`src/common/pci_cfg_pkg.sv`:
```
package pci_cfg_pkg;
    // register byte addresses
    localparam logic [15:0] OFF_MISC  = 16'hD00C;
    localparam logic [15:0] OFF_W0_LO = 16'hD010;
    localparam logic [15:0] OFF_W0_HI = 16'hD014;
    localparam logic [15:0] OFF_W1_LO = 16'hD018;
    localparam logic [15:0] OFF_W1_HI = 16'hD01C;
    localparam logic [15:0] OFF_W2    = 16'hD020;

    // header register fields
    localparam int SELF_TEST_BIT = 31;
    localparam int MULTI_FN_BIT  = 23;
    localparam int HDR_LSB       = 16;
    localparam int HDR_W         = 7;
    localparam int TIMER_LSB     = 8;
    localparam int TIMER_FIXED   = 2;
    localparam int LINE_LSB      = 0;

    // lowest writable base bit of each window
    localparam int W0_LSB = 29;
    localparam int W1_LSB = 24;
    localparam int W2_LSB = 20;

    // low nibble: prefetch, type 00, memory space
    localparam logic [3:0] BAR_LOW_PREF = 4'h8;
    localparam logic [3:0] BAR_LOW_NP   = 4'h0;

    // reset values
    localparam logic [6:0]  HDR_RST  = 7'h00;
    localparam logic [7:0]  TIMER_RST = 8'h00;
    localparam logic [7:0]  LINE_RST  = 8'h00;
    localparam logic [2:0]  W0_RST   = 3'h0;
    localparam logic [7:0]  W1_RST   = 8'h00;
    localparam logic [11:0] W2_RST   = 12'h000;

    // burst read commands
    localparam logic [3:0] CMD_MEM_READ  = 4'h6;
    localparam logic [3:0] CMD_READ_LINE = 4'hE;
    localparam logic [3:0] CMD_READ_MULT = 4'hC;

    typedef enum logic [1:0] {
        TEN_IDLE    = 2'b00,
        TEN_COUNT   = 2'b01,
        TEN_EXPIRED = 2'b11
    } tenure_state_type;
endpackage : pci_cfg_pkg

```
`src/hw/pci_target_config_header_bars.sv`:
```
// Added by the designer: the Wishbone register port.
`timescale 1ns/10ps
// Summary of operation
// - self-test capable bit reads zero always
// - multi-function flag reads zero always
// - header type read-only, loaded from eeprom
// - after grant loss, quit when timer elapses
// - tenure timer low two bits zero
// - line size picks burst read command
// - no register access in satellite mode
// - window 0 base bits 31:29 only
// - window 1 base bits 31:24 only
// - window 2 base bits 31:20 only
// - windows 0 and 1 read prefetchable
// - window 2 reads not prefetchable
// - memory type field reads 00
// - space kind indicator reads zero
// - no dual-address cycles, upper bases unused
module pci_target_config_header_bars
    import pci_cfg_pkg::*;
#(
    parameter int TIMER_W = 8
) (
    input  wire logic        mclk,            // 250 MHz clock
    input  wire logic        srst,            // sync reset
    input  wire logic        cyc_i,           // wishbone cycle
    input  wire logic        stb_i,           // wishbone strobe
    input  wire logic        we_i,            // write enable
    input  wire logic [15:0] adr_i,           // byte address
    input  wire logic [31:0] dat_i,           // write data
    input  wire logic [3:0]  sel_i,           // byte lanes
    output logic      [31:0] dat_o,           // read data
    output logic             ack_o,           // acknowledge
    input  wire logic        satellite_pin,   // satellite strap, async
    input  wire logic        eeprom_load,     // header type load strobe
    input  wire logic [6:0]  eeprom_hdr,      // loaded header type
    input  wire logic        tenure_active,   // we own the bus
    input  wire logic        grant,           // grant present
    output logic             tenure_give_up,  // quit the access
    input  wire logic        cmd_req,         // pick burst read cmd
    input  wire logic [7:0]  burst_words,     // burst length in words
    output logic      [3:0]  read_cmd,        // chosen read command
    input  wire logic        addr_valid,      // pci address phase
    input  wire logic [31:0] pci_addr,        // pci address
    output logic      [2:0]  window_hit,      // window claimed
    output logic             satellite_mode   // filtered strap
);
    generate
        if (TIMER_W != 8) begin : g_bad_timer
            $error("TIMER_W must be 8");
        end
    endgenerate

    logic [6:0]  header_type;
    logic [5:0]  tenure_hi;
    logic [7:0]  line_size;
    logic [2:0]  base0;
    logic [7:0]  base1;
    logic [11:0] base2;
    logic [31:0] next_rdata;
    logic        sat_s1;
    logic        sat_s2;
    logic        sat_s3;
    logic        access;
    logic        wr;
    logic [31:0] misc_word;
    logic [7:0]  tenure_limit;
    logic [31:0] misc_merged;

    function automatic logic [31:0] lane_merge(
        input logic [31:0] old,
        input logic [31:0] data,
        input logic [3:0]  sel
    );
        logic [31:0] res;
        res = old;
        for (int i = 0; i < 4; i++) begin
            if (sel[i]) begin
                res[i*8 +: 8] = data[i*8 +: 8];
            end
        end
        return res;
    endfunction : lane_merge

    function automatic logic match(
        input logic [31:0] addr,
        input logic [31:0] base,
        input int          lsb
    );
        logic ok;
        ok = 1'b1;
        for (int i = 0; i < 32; i++) begin
            if (i >= lsb && addr[i] != base[i]) begin
                ok = 1'b0;
            end
        end
        return ok;
    endfunction : match

    // strap filter: change counts once stages 2 and 3 agree
    always_ff @(posedge mclk) begin
        if (srst) begin
            sat_s1 <= 1'b0;
            sat_s2 <= 1'b0;
            sat_s3 <= 1'b0;
        end else begin
            sat_s1 <= satellite_pin;
            sat_s2 <= sat_s1;
            sat_s3 <= sat_s2;
        end
    end

    always_ff @(posedge mclk) begin
        if (srst) begin
            satellite_mode <= 1'b0;
        end else if (sat_s2 == sat_s3) begin
            satellite_mode <= sat_s3;
        end
    end

    assign access = cyc_i && stb_i && !ack_o;
    assign wr     = access && we_i && !satellite_mode;

    assign tenure_limit = {tenure_hi, 2'b00};
    assign misc_word = {1'b0,
                        7'h00,
                        1'b0,
                        header_type,
                        tenure_limit,
                        line_size};
    assign misc_merged = lane_merge(misc_word, dat_i, sel_i);

    // header register
    always_ff @(posedge mclk) begin
        if (srst) begin
            header_type <= HDR_RST;
        end else if (eeprom_load) begin
            header_type <= eeprom_hdr;
        end
    end

    always_ff @(posedge mclk) begin
        if (srst) begin
            tenure_hi <= TIMER_RST[7:TIMER_FIXED];
        end else if (wr && adr_i == OFF_MISC) begin
            tenure_hi <= misc_merged[15:10];
        end
    end

    always_ff @(posedge mclk) begin
        if (srst) begin
            line_size <= LINE_RST;
        end else if (wr && adr_i == OFF_MISC) begin
            line_size <= misc_merged[7:0];
        end
    end

    // window bases; upper-base writes are dropped
    always_ff @(posedge mclk) begin
        if (srst) begin
            base0 <= W0_RST;
        end else if (wr && sel_i[3] && adr_i == OFF_W0_LO) begin
            base0 <= dat_i[31:W0_LSB];
        end
    end

    always_ff @(posedge mclk) begin
        if (srst) begin
            base1 <= W1_RST;
        end else if (wr && sel_i[3] && adr_i == OFF_W1_LO) begin
            base1 <= dat_i[31:W1_LSB];
        end
    end

    // two lanes land independently
    always_ff @(posedge mclk) begin
        if (srst) begin
            base2 <= W2_RST;
        end else if (wr && adr_i == OFF_W2) begin
            if (sel_i[3]) begin
                base2[11:4] <= dat_i[31:24];
            end
            if (sel_i[2]) begin
                base2[3:0] <= dat_i[23:W2_LSB];
            end
        end
    end

    // read mux
    always_comb begin
        next_rdata = 32'h0000_0000;
        if (!satellite_mode) begin
            unique case (adr_i)
                OFF_MISC:  next_rdata = misc_word;
                OFF_W0_LO: next_rdata = {base0, 25'h0, BAR_LOW_PREF};
                OFF_W1_LO: next_rdata = {base1, 20'h0, BAR_LOW_PREF};
                OFF_W2:    next_rdata = {base2, 16'h0, BAR_LOW_NP};
                default:   next_rdata = 32'h0000_0000;
            endcase
        end
    end

    // one-cycle ack; unmapped reads return zero
    always_ff @(posedge mclk) begin
        if (srst) begin
            ack_o <= 1'b0;
            dat_o <= 32'h0000_0000;
        end else begin
            ack_o <= access;
            if (access && !we_i) begin
                dat_o <= next_rdata;
            end
        end
    end

    // burst read command from line size
    always_ff @(posedge mclk) begin
        if (srst) begin
            read_cmd <= CMD_MEM_READ;
        end else if (cmd_req) begin
            if (line_size == 8'h00 || burst_words < line_size) begin
                read_cmd <= CMD_MEM_READ;
            end else if (burst_words == line_size) begin
                read_cmd <= CMD_READ_LINE;
            end else begin
                read_cmd <= CMD_READ_MULT;
            end
        end
    end

    // target decode, single-address only
    always_ff @(posedge mclk) begin
        if (srst) begin
            window_hit <= 3'h0;
        end else if (addr_valid) begin
            window_hit[0] <= match(pci_addr, {base0, 29'h0}, W0_LSB);
            window_hit[1] <= match(pci_addr, {base1, 24'h0}, W1_LSB);
            window_hit[2] <= match(pci_addr, {base2, 20'h0}, W2_LSB);
        end else begin
            window_hit <= 3'h0;
        end
    end

    tenure_timer #(
        .WIDTH (TIMER_W)
    ) u_tenure (
        .mclk          (mclk),
        .srst          (srst),
        .limit         (tenure_limit),
        .tenure_active (tenure_active),
        .grant         (grant),
        .give_up       (tenure_give_up)
    );

    self_test_zero_a: assert property (@(posedge mclk) disable iff (srst)
        ack_o && !we_i && adr_i == OFF_MISC |-> !dat_o[SELF_TEST_BIT])
        else $error("self-test bit read as one");
    multi_fn_zero_a: assert property (@(posedge mclk) disable iff (srst)
        ack_o && !we_i && adr_i == OFF_MISC |-> !dat_o[MULTI_FN_BIT])
        else $error("multi-function flag read as one");
    header_locked_a: assert property (@(posedge mclk) disable iff (srst)
        !eeprom_load |=> $stable(header_type))
        else $error("header type changed without load");
    tenure_low_a: assert property (@(posedge mclk) disable iff (srst)
        ack_o && !we_i && adr_i == OFF_MISC && !satellite_mode |-> dat_o[9:8] == 2'b00)
        else $error("tenure timer low bits not zero");
    line_cmd_a: assert property (@(posedge mclk) disable iff (srst)
        cmd_req && line_size != 8'h00 && burst_words > line_size |=> read_cmd == CMD_READ_MULT)
        else $error("wrong burst read command");
    satellite_block_a: assert property (@(posedge mclk) disable iff (srst)
        access && satellite_mode |=> ack_o && $stable(base0) && $stable(line_size) && (we_i || dat_o == 32'h0))
        else $error("register reached in satellite mode");
    window0_read_a: assert property (@(posedge mclk) disable iff (srst)
        access && !we_i && adr_i == OFF_W0_LO && !satellite_mode
        |=> dat_o[28:0] == {25'h0, BAR_LOW_PREF} && dat_o[31:29] == base0)
        else $error("window 0 base reads wrong");
    window1_write_a: assert property (@(posedge mclk) disable iff (srst)
        wr && adr_i == OFF_W1_LO && sel_i[3] |=> base1 == $past(dat_i[31:24]))
        else $error("window 1 base not written");
    window2_read_a: assert property (@(posedge mclk) disable iff (srst)
        access && !we_i && adr_i == OFF_W2 && !satellite_mode
        |=> dat_o[19:0] == {16'h0, BAR_LOW_NP})
        else $error("window 2 low bits wrong");
    upper_zero_a: assert property (@(posedge mclk) disable iff (srst)
        access && !we_i && (adr_i == OFF_W0_HI || adr_i == OFF_W1_HI) |=> dat_o == 32'h0)
        else $error("upper base reads nonzero");
    window_claim_a: assert property (@(posedge mclk) disable iff (srst)
        addr_valid && pci_addr[31:20] == base2 && $stable(base2) |=> window_hit[2])
        else $error("window 2 address not claimed");
    window0_write_a: assert property (@(posedge mclk) disable iff (srst)
        wr && adr_i == OFF_W0_LO && sel_i[3] |=> base0 == $past(dat_i[31:W0_LSB]))
        else $error("window 0 base not written");
    window2_write_a: assert property (@(posedge mclk) disable iff (srst)
        wr && adr_i == OFF_W2 && sel_i[3] && sel_i[2] |=> base2 == $past(dat_i[31:W2_LSB]))
        else $error("window 2 base not written");
    window1_read_a: assert property (@(posedge mclk) disable iff (srst)
        access && !we_i && adr_i == OFF_W1_LO && !satellite_mode
        |=> dat_o[23:0] == {20'h0, BAR_LOW_PREF} && dat_o[31:24] == base1)
        else $error("window 1 base reads wrong");
    bar_type_a: assert property (@(posedge mclk) disable iff (srst)
        ack_o && !we_i && (adr_i == OFF_W0_LO || adr_i == OFF_W1_LO || adr_i == OFF_W2)
        |-> dat_o[2:0] == 3'b000)
        else $error("base type or space bits nonzero");
    misc_reserved_a: assert property (@(posedge mclk) disable iff (srst)
        ack_o && !we_i && adr_i == OFF_MISC |-> dat_o[30:24] == 7'h00)
        else $error("reserved header bits nonzero");
    header_load_a: assert property (@(posedge mclk) disable iff (srst)
        eeprom_load |=> header_type == $past(eeprom_hdr))
        else $error("header type not loaded");
    line_read_a: assert property (@(posedge mclk) disable iff (srst)
        access && !we_i && adr_i == OFF_MISC && !satellite_mode
        |=> dat_o[7:0] == line_size)
        else $error("line size reads wrong");
    line_mem_a: assert property (@(posedge mclk) disable iff (srst)
        cmd_req && (line_size == 8'h00 || burst_words < line_size) |=> read_cmd == CMD_MEM_READ)
        else $error("expected plain memory read");
    line_eq_a: assert property (@(posedge mclk) disable iff (srst)
        cmd_req && line_size != 8'h00 && burst_words == line_size |=> read_cmd == CMD_READ_LINE)
        else $error("expected read line command");
    strap_filter_a: assert property (@(posedge mclk) disable iff (srst)
        $changed(satellite_mode) |-> satellite_mode == $past(sat_s3))
        else $error("satellite mode changed unfiltered");
    window_miss_a: assert property (@(posedge mclk) disable iff (srst)
        !addr_valid |=> window_hit == 3'h0)
        else $error("window claimed without address");
    window0_claim_a: assert property (@(posedge mclk) disable iff (srst)
        addr_valid && pci_addr[31:29] == base0 && $stable(base0) |=> window_hit[0])
        else $error("window 0 address not claimed");
    window1_claim_a: assert property (@(posedge mclk) disable iff (srst)
        addr_valid && pci_addr[31:24] == base1 && $stable(base1) |=> window_hit[1])
        else $error("window 1 address not claimed");

    bar_write_c: cover property (@(posedge mclk) disable iff (srst)
        wr && adr_i == OFF_W0_LO ##2 access && !we_i && adr_i == OFF_W0_LO);
    hit_c: cover property (@(posedge mclk) disable iff (srst)
        addr_valid ##1 window_hit[0]);
    satellite_c: cover property (@(posedge mclk) disable iff (srst)
        access && satellite_mode);
    read_line_c: cover property (@(posedge mclk) disable iff (srst)
        cmd_req && burst_words == line_size ##1 read_cmd == CMD_READ_LINE);
endmodule : pci_target_config_header_bars

```
`src/hw/tenure_timer.sv`:
```
`timescale 1ns/10ps
module tenure_timer
    import pci_cfg_pkg::*;
#(
    parameter int WIDTH = 8
) (
    input  wire logic             mclk,          // clock
    input  wire logic             srst,          // sync reset
    input  wire logic [WIDTH-1:0] limit,         // tenure length in clocks
    input  wire logic             tenure_active, // we own the bus
    input  wire logic             grant,         // grant still present
    output logic                  give_up        // end the access
);
    generate
        if (WIDTH < 3) begin : g_bad_width
            $error("tenure_timer WIDTH must be at least 3");
        end
    endgenerate

    tenure_state_type state;
    logic [WIDTH-1:0] count;
    logic [WIDTH:0]   elapsed;

    always_ff @(posedge mclk) begin
        if (srst) begin
            state <= TEN_IDLE;
            count <= '0;
        end else begin
            unique case (state)
                TEN_IDLE: begin
                    count <= '0;
                    if (tenure_active) begin
                        state <= (limit == '0) ? TEN_EXPIRED : TEN_COUNT;
                    end
                end
                TEN_COUNT: begin
                    count <= count + 1'b1;
                    if (!tenure_active) begin
                        state <= TEN_IDLE;
                    end else if (count + 1'b1 >= limit) begin
                        state <= TEN_EXPIRED;
                    end
                end
                TEN_EXPIRED: begin
                    if (!tenure_active) begin
                        state <= TEN_IDLE;
                    end
                end
            endcase
        end
    end

    // timer ran out and grant is gone
    always_ff @(posedge mclk) begin
        if (srst) begin
            give_up <= 1'b0;
        end else begin
            give_up <= (state == TEN_EXPIRED) && tenure_active && !grant;
        end
    end

    always_ff @(posedge mclk) begin
        if (srst || !tenure_active) begin
            elapsed <= '0;
        end else if (!elapsed[WIDTH]) begin
            elapsed <= elapsed + 1'b1;
        end
    end

    tenure_abort_a: assert property (@(posedge mclk) disable iff (srst)
        state == TEN_EXPIRED && tenure_active && !grant |=> give_up)
        else $error("no give-up after timer expiry");
    tenure_early_a: assert property (@(posedge mclk) disable iff (srst)
        give_up |-> elapsed >= {1'b0, limit})
        else $error("give-up before timer elapsed");
    tenure_cov_c: cover property (@(posedge mclk) disable iff (srst)
        tenure_active && !grant ##1 give_up);
endmodule : tenure_timer
```
`config.mk`:
```
export PLATFORM = sky130hd
export DESIGN_NAME = pci_target_config_header_bars
export DESIGN_NICKNAME = d
export VERILOG_FILES = /design/src/common/pci_cfg_pkg.sv /design/src/hw/pci_target_config_header_bars.sv /design/src/hw/tenure_timer.sv
export SDC_FILE = /design/constraint.sdc
export NUM_CORES = 1
export LEC_CHECK = 0
export ABC_CLOCK_PERIOD_IN_PS = 3900
export BUFFER_PORTS_ARGS = -buffer_cell sky130_fd_sc_hd__buf_2
export CAP_MARGIN = 10
export CORE_MARGIN = 2
export CORE_UTILIZATION = 54
export CTS_CLUSTER_DIAMETER = 30
export CTS_CLUSTER_SIZE = 10
export DETAILED_ROUTE_END_ITERATION = 12
export HOLD_SLACK_MARGIN = 0.06
export PLACE_DENSITY_LB_ADDON = 0.3
export SLEW_MARGIN = 5
export SYNTH_ARGS = -nofsm -noshare
export SYNTH_HDL_FRONTEND = slang
export SYNTH_SLANG_ARGS = --single-unit
```
`constraint.sdc`:
```
create_clock -name mclk -period 3.9 [get_ports mclk]
set_clock_uncertainty 0.05 [all_clocks]
set_input_delay 0.78 -clock mclk [delete_from_list [all_inputs] [get_ports mclk]]
set_output_delay 0.78 -clock mclk [all_outputs]
set_load 0.05 [all_outputs]
```
==> flow_metrics.tcl <==
set metrics [dict create \
    post-route-min-period_ns 2.34 \
    fin_util 0.668 \
    grt_pass1_vias 3684 \
    cts-htree-levels 3 \
    fmax_ghz 0.428 \
    syn_area_sq_um 4380 \
    vdd_drop_max_mv 0.274 \
    p_per_area_nw_per_um2 341 \
    worstPathRequired_ns 4.11 \
    worst_r2r_path_depth 9 \
    nets 710 \
    fillers 647 \
    antenna_left 0 \
    pre_cts_slack_ns 1.29 \
    ys_warn_count 0 \
    firstDrtPassIters 5 \
    timing.rr.end "u_tenure.state[1]" \
    cts_resized 0 \
    tns_ns 0 \
    clk_pin_slew_ns 0.10 \
    cp_slowest_cell "dfxtp_1" \
    overflow 0 \
    start_kind "flop" \
    cts_max_path_buffers 2 \
    maxSlewViolCount 0 \
    routed_wl_um 10500 \
    via_per_inst 5.46 \
    setup_violations 0 \
    crit_type "flop to flop" \
    ys_seq_area_frac 0.434 \
    diodes 0 \
    holdWs_ns 0.402 \
    crit_top_cell "ha_1" \
    crit_family "compound AO/OA/AOI/OAI gates" \
    hold_depth 2 \
    cap_violations 0 \
    leakage_nw 2.16 \
    multi_input_area_sq_um 2310 \
    synth_cell_types 47 \
    min-delay-start "read_cmd[3]" \
    hp-class "flop to flop" \
    drive_gt1_frac 0.260 \
    initial_core_util 0.561 \
    crit_arrival_ns 2.54 \
    r2r-start "u_tenure.count[0]" \
    cp_max_fo 5 \
    core-area_sq_um 7810 \
    cts.sink_count 95 \
    num_vias 3770 \
    ios 152 \
    cp_slowest_stage_delay_ns 0.44 \
    grt_max_degree 46 \
    die_y_um 94.1 \
    synth.avg_cell_area_sq_um 9.28 \
    ys.flop_type "dfxtp_1" \
    mostFrequentLayoutCells "buf_2 (121), dfxtp_1 (95), nor2_1 (78)" \
    reg2reg_slack_ns 1.56 \
    cts-buffers-inserted 9 \
    synth_top_area_frac 0.434 \
    synthTopCellsByArea "dfxtp_1 (43%), mux2i_1 (10%), nor2_1 (6.7%)" \
    total_power_mw 1.78 \
    track_usage 0.249 \
    netlist_instances 472 \
    rsz0062_at_grt "no" \
    final_common_cell "buf_2" \
    cts-root-buf "clkbuf_8" \
    status "complete, no violations" \
    dpl_cell_area_sq_um 5020 \
    stdcell_count 691 \
    post_cts_buffers 0 \
    synth_edf_count 0 \
    min_to "read_cmd[3]" \
    rows 32 \
    antenna_found_initial 0 \
    fin_crit_sh 0.599 \
    clk_latency_ns 0.37 \
    port_buffers 121 \
    gp_congestion 0.866 \
    crit_chain "ha_1 -> nand3_1 -> nor2_1 -> xor2_1 -> ha_1 -> o21a_1 -> o21ai_0 -> a21oi_1 -> o41a_1" \
    worstSetupEndpointType "flop" \
    cts_tree "done" \
    grt_pass1_wl_um 17300 \
    hold_buffers 0 \
    async_reset_ff_frac 0 \
    finalWorstSetupSlack_ns 1.56 \
    placedCellCount 675 \
    post-route-drc-count 0 \
    slew-limit-headroom 0.367 \
    design_area_sq_um 5220 \
    cp.buffers_inverters 0 \
    hold_viol_final 0 \
    die_area_sq_um 8850 \
    worstMarginPinSlew_ns 0.948 \
    synth_top_area_cell "dfxtp_1" \
    first_iter_violations 179 \
    wl_per_cell_um 15.2 \
    regArea_sq_um 1900 \
    ys_ff_latch 95 \
    dp_hpwl_um 7830 \
    die_x_um 94.1 \
    syn_to_final_growth_pct 19.2 \
]
-- registers in the layout, indices dropped and copies added, names as in the netlist --
signal / cells
u_tenure.state: 2
satellite_mode: 1
u_tenure.give_up: 1
sat_s2: 1
base0: 3
sat_s1: 1
header_type: 7
base2: 12
tenure_hi: 6
sat_s3: 1
line_size: 8
ack_o: 1
u_tenure.count: 8
window_hit: 3
read_cmd: 2
base1: 8
dat_o: 30
-- worst max-delay path by stage --
stage                                  from                 to  slack [ns]  cells after the start
after floorplan                    adr_i[3]       line_size[0]        1.70                      6
after global placement             adr_i[1]          dat_o[22]        1.30                      6
after detailed placement           adr_i[1]          dat_o[19]        1.29                      6
after CTS                 u_tenure.count[0]  u_tenure.state[1]        1.58                      9
after global routing      u_tenure.count[0]  u_tenure.state[1]        1.43                      9
final                     u_tenure.count[0]  u_tenure.state[1]        1.56                      9
-- cell usage after synthesis (2+ instances only) --
cell type  instances
nand3_1            9
nand3b_1           2
a21oi_1           16
nor3_4             4
and4bb_2           2
mux2i_1           45
ha_1              16
nor4_4             2
a22oi_1           31
buf_2              2
inv_1             18
buf_4              4
dfxtp_1           95
nor3_1             7
nor2_1            78
xor2_1            11
a2bb2oi_1          2
xnor2_1           18
nand4_1            8
nand2b_1           3
nor4b_1            2
nor2b_1            7
clkbuf_1          17
o21ai_0           17
conb_1             2
nand2_1           26
nor4_1             8
-- power by group --
group	internal (mW)	total (mW)	leakage, nW	switching (mW)
clock network	0.267	0.649	0.102	0.382
registers	0.978	0.987	0.768	0.00897
logic	0.0592	0.143	1.29	0.0833
total	1.30	1.78	2.16	0.475
-- worst min-delay path, delay by kind of cell (launching register included) --
kind | cells | cell delay [ns]
DFF | 1 | 0.33
and+or+nand+nor | 2 | 0.09
-- routing by layer --
metal | wire length (um) | up-vias | global-route usage
li1 | - | 1873 | -
met2 | 5080 | 124 | 0.421
met5 | 0 | - | 0
met4 | 220 | 0 | 0.0990
met3 | 708 | 19 | 0.0457
met1 | 4500 | 1754 | 0.315
-- area by class of cell --
class | count | area share
repair buffers | 122 | 0.117
clock inverters | 6 | 0.0110
well taps | 102 | 0.0245
multi-input cells | 338 | 0.443
clock buffers | 10 | 0.0264
inverters | 18 | 0.0129
flip-flops and latches | 95 | 0.364
-- logic make-up after synthesis --
kind of cell,synth area share
AO/OA/AOI/OAI,0.114
XOR/XNOR,0.0580
adder cells (fa/ha/maj),0.0457
buffers and inverters,0.0391
flip-flops,0.434
multiplexers,0.105
other,0.00171
AND/OR/NAND/NOR,0.202
(Power assumes the default switching activity.)
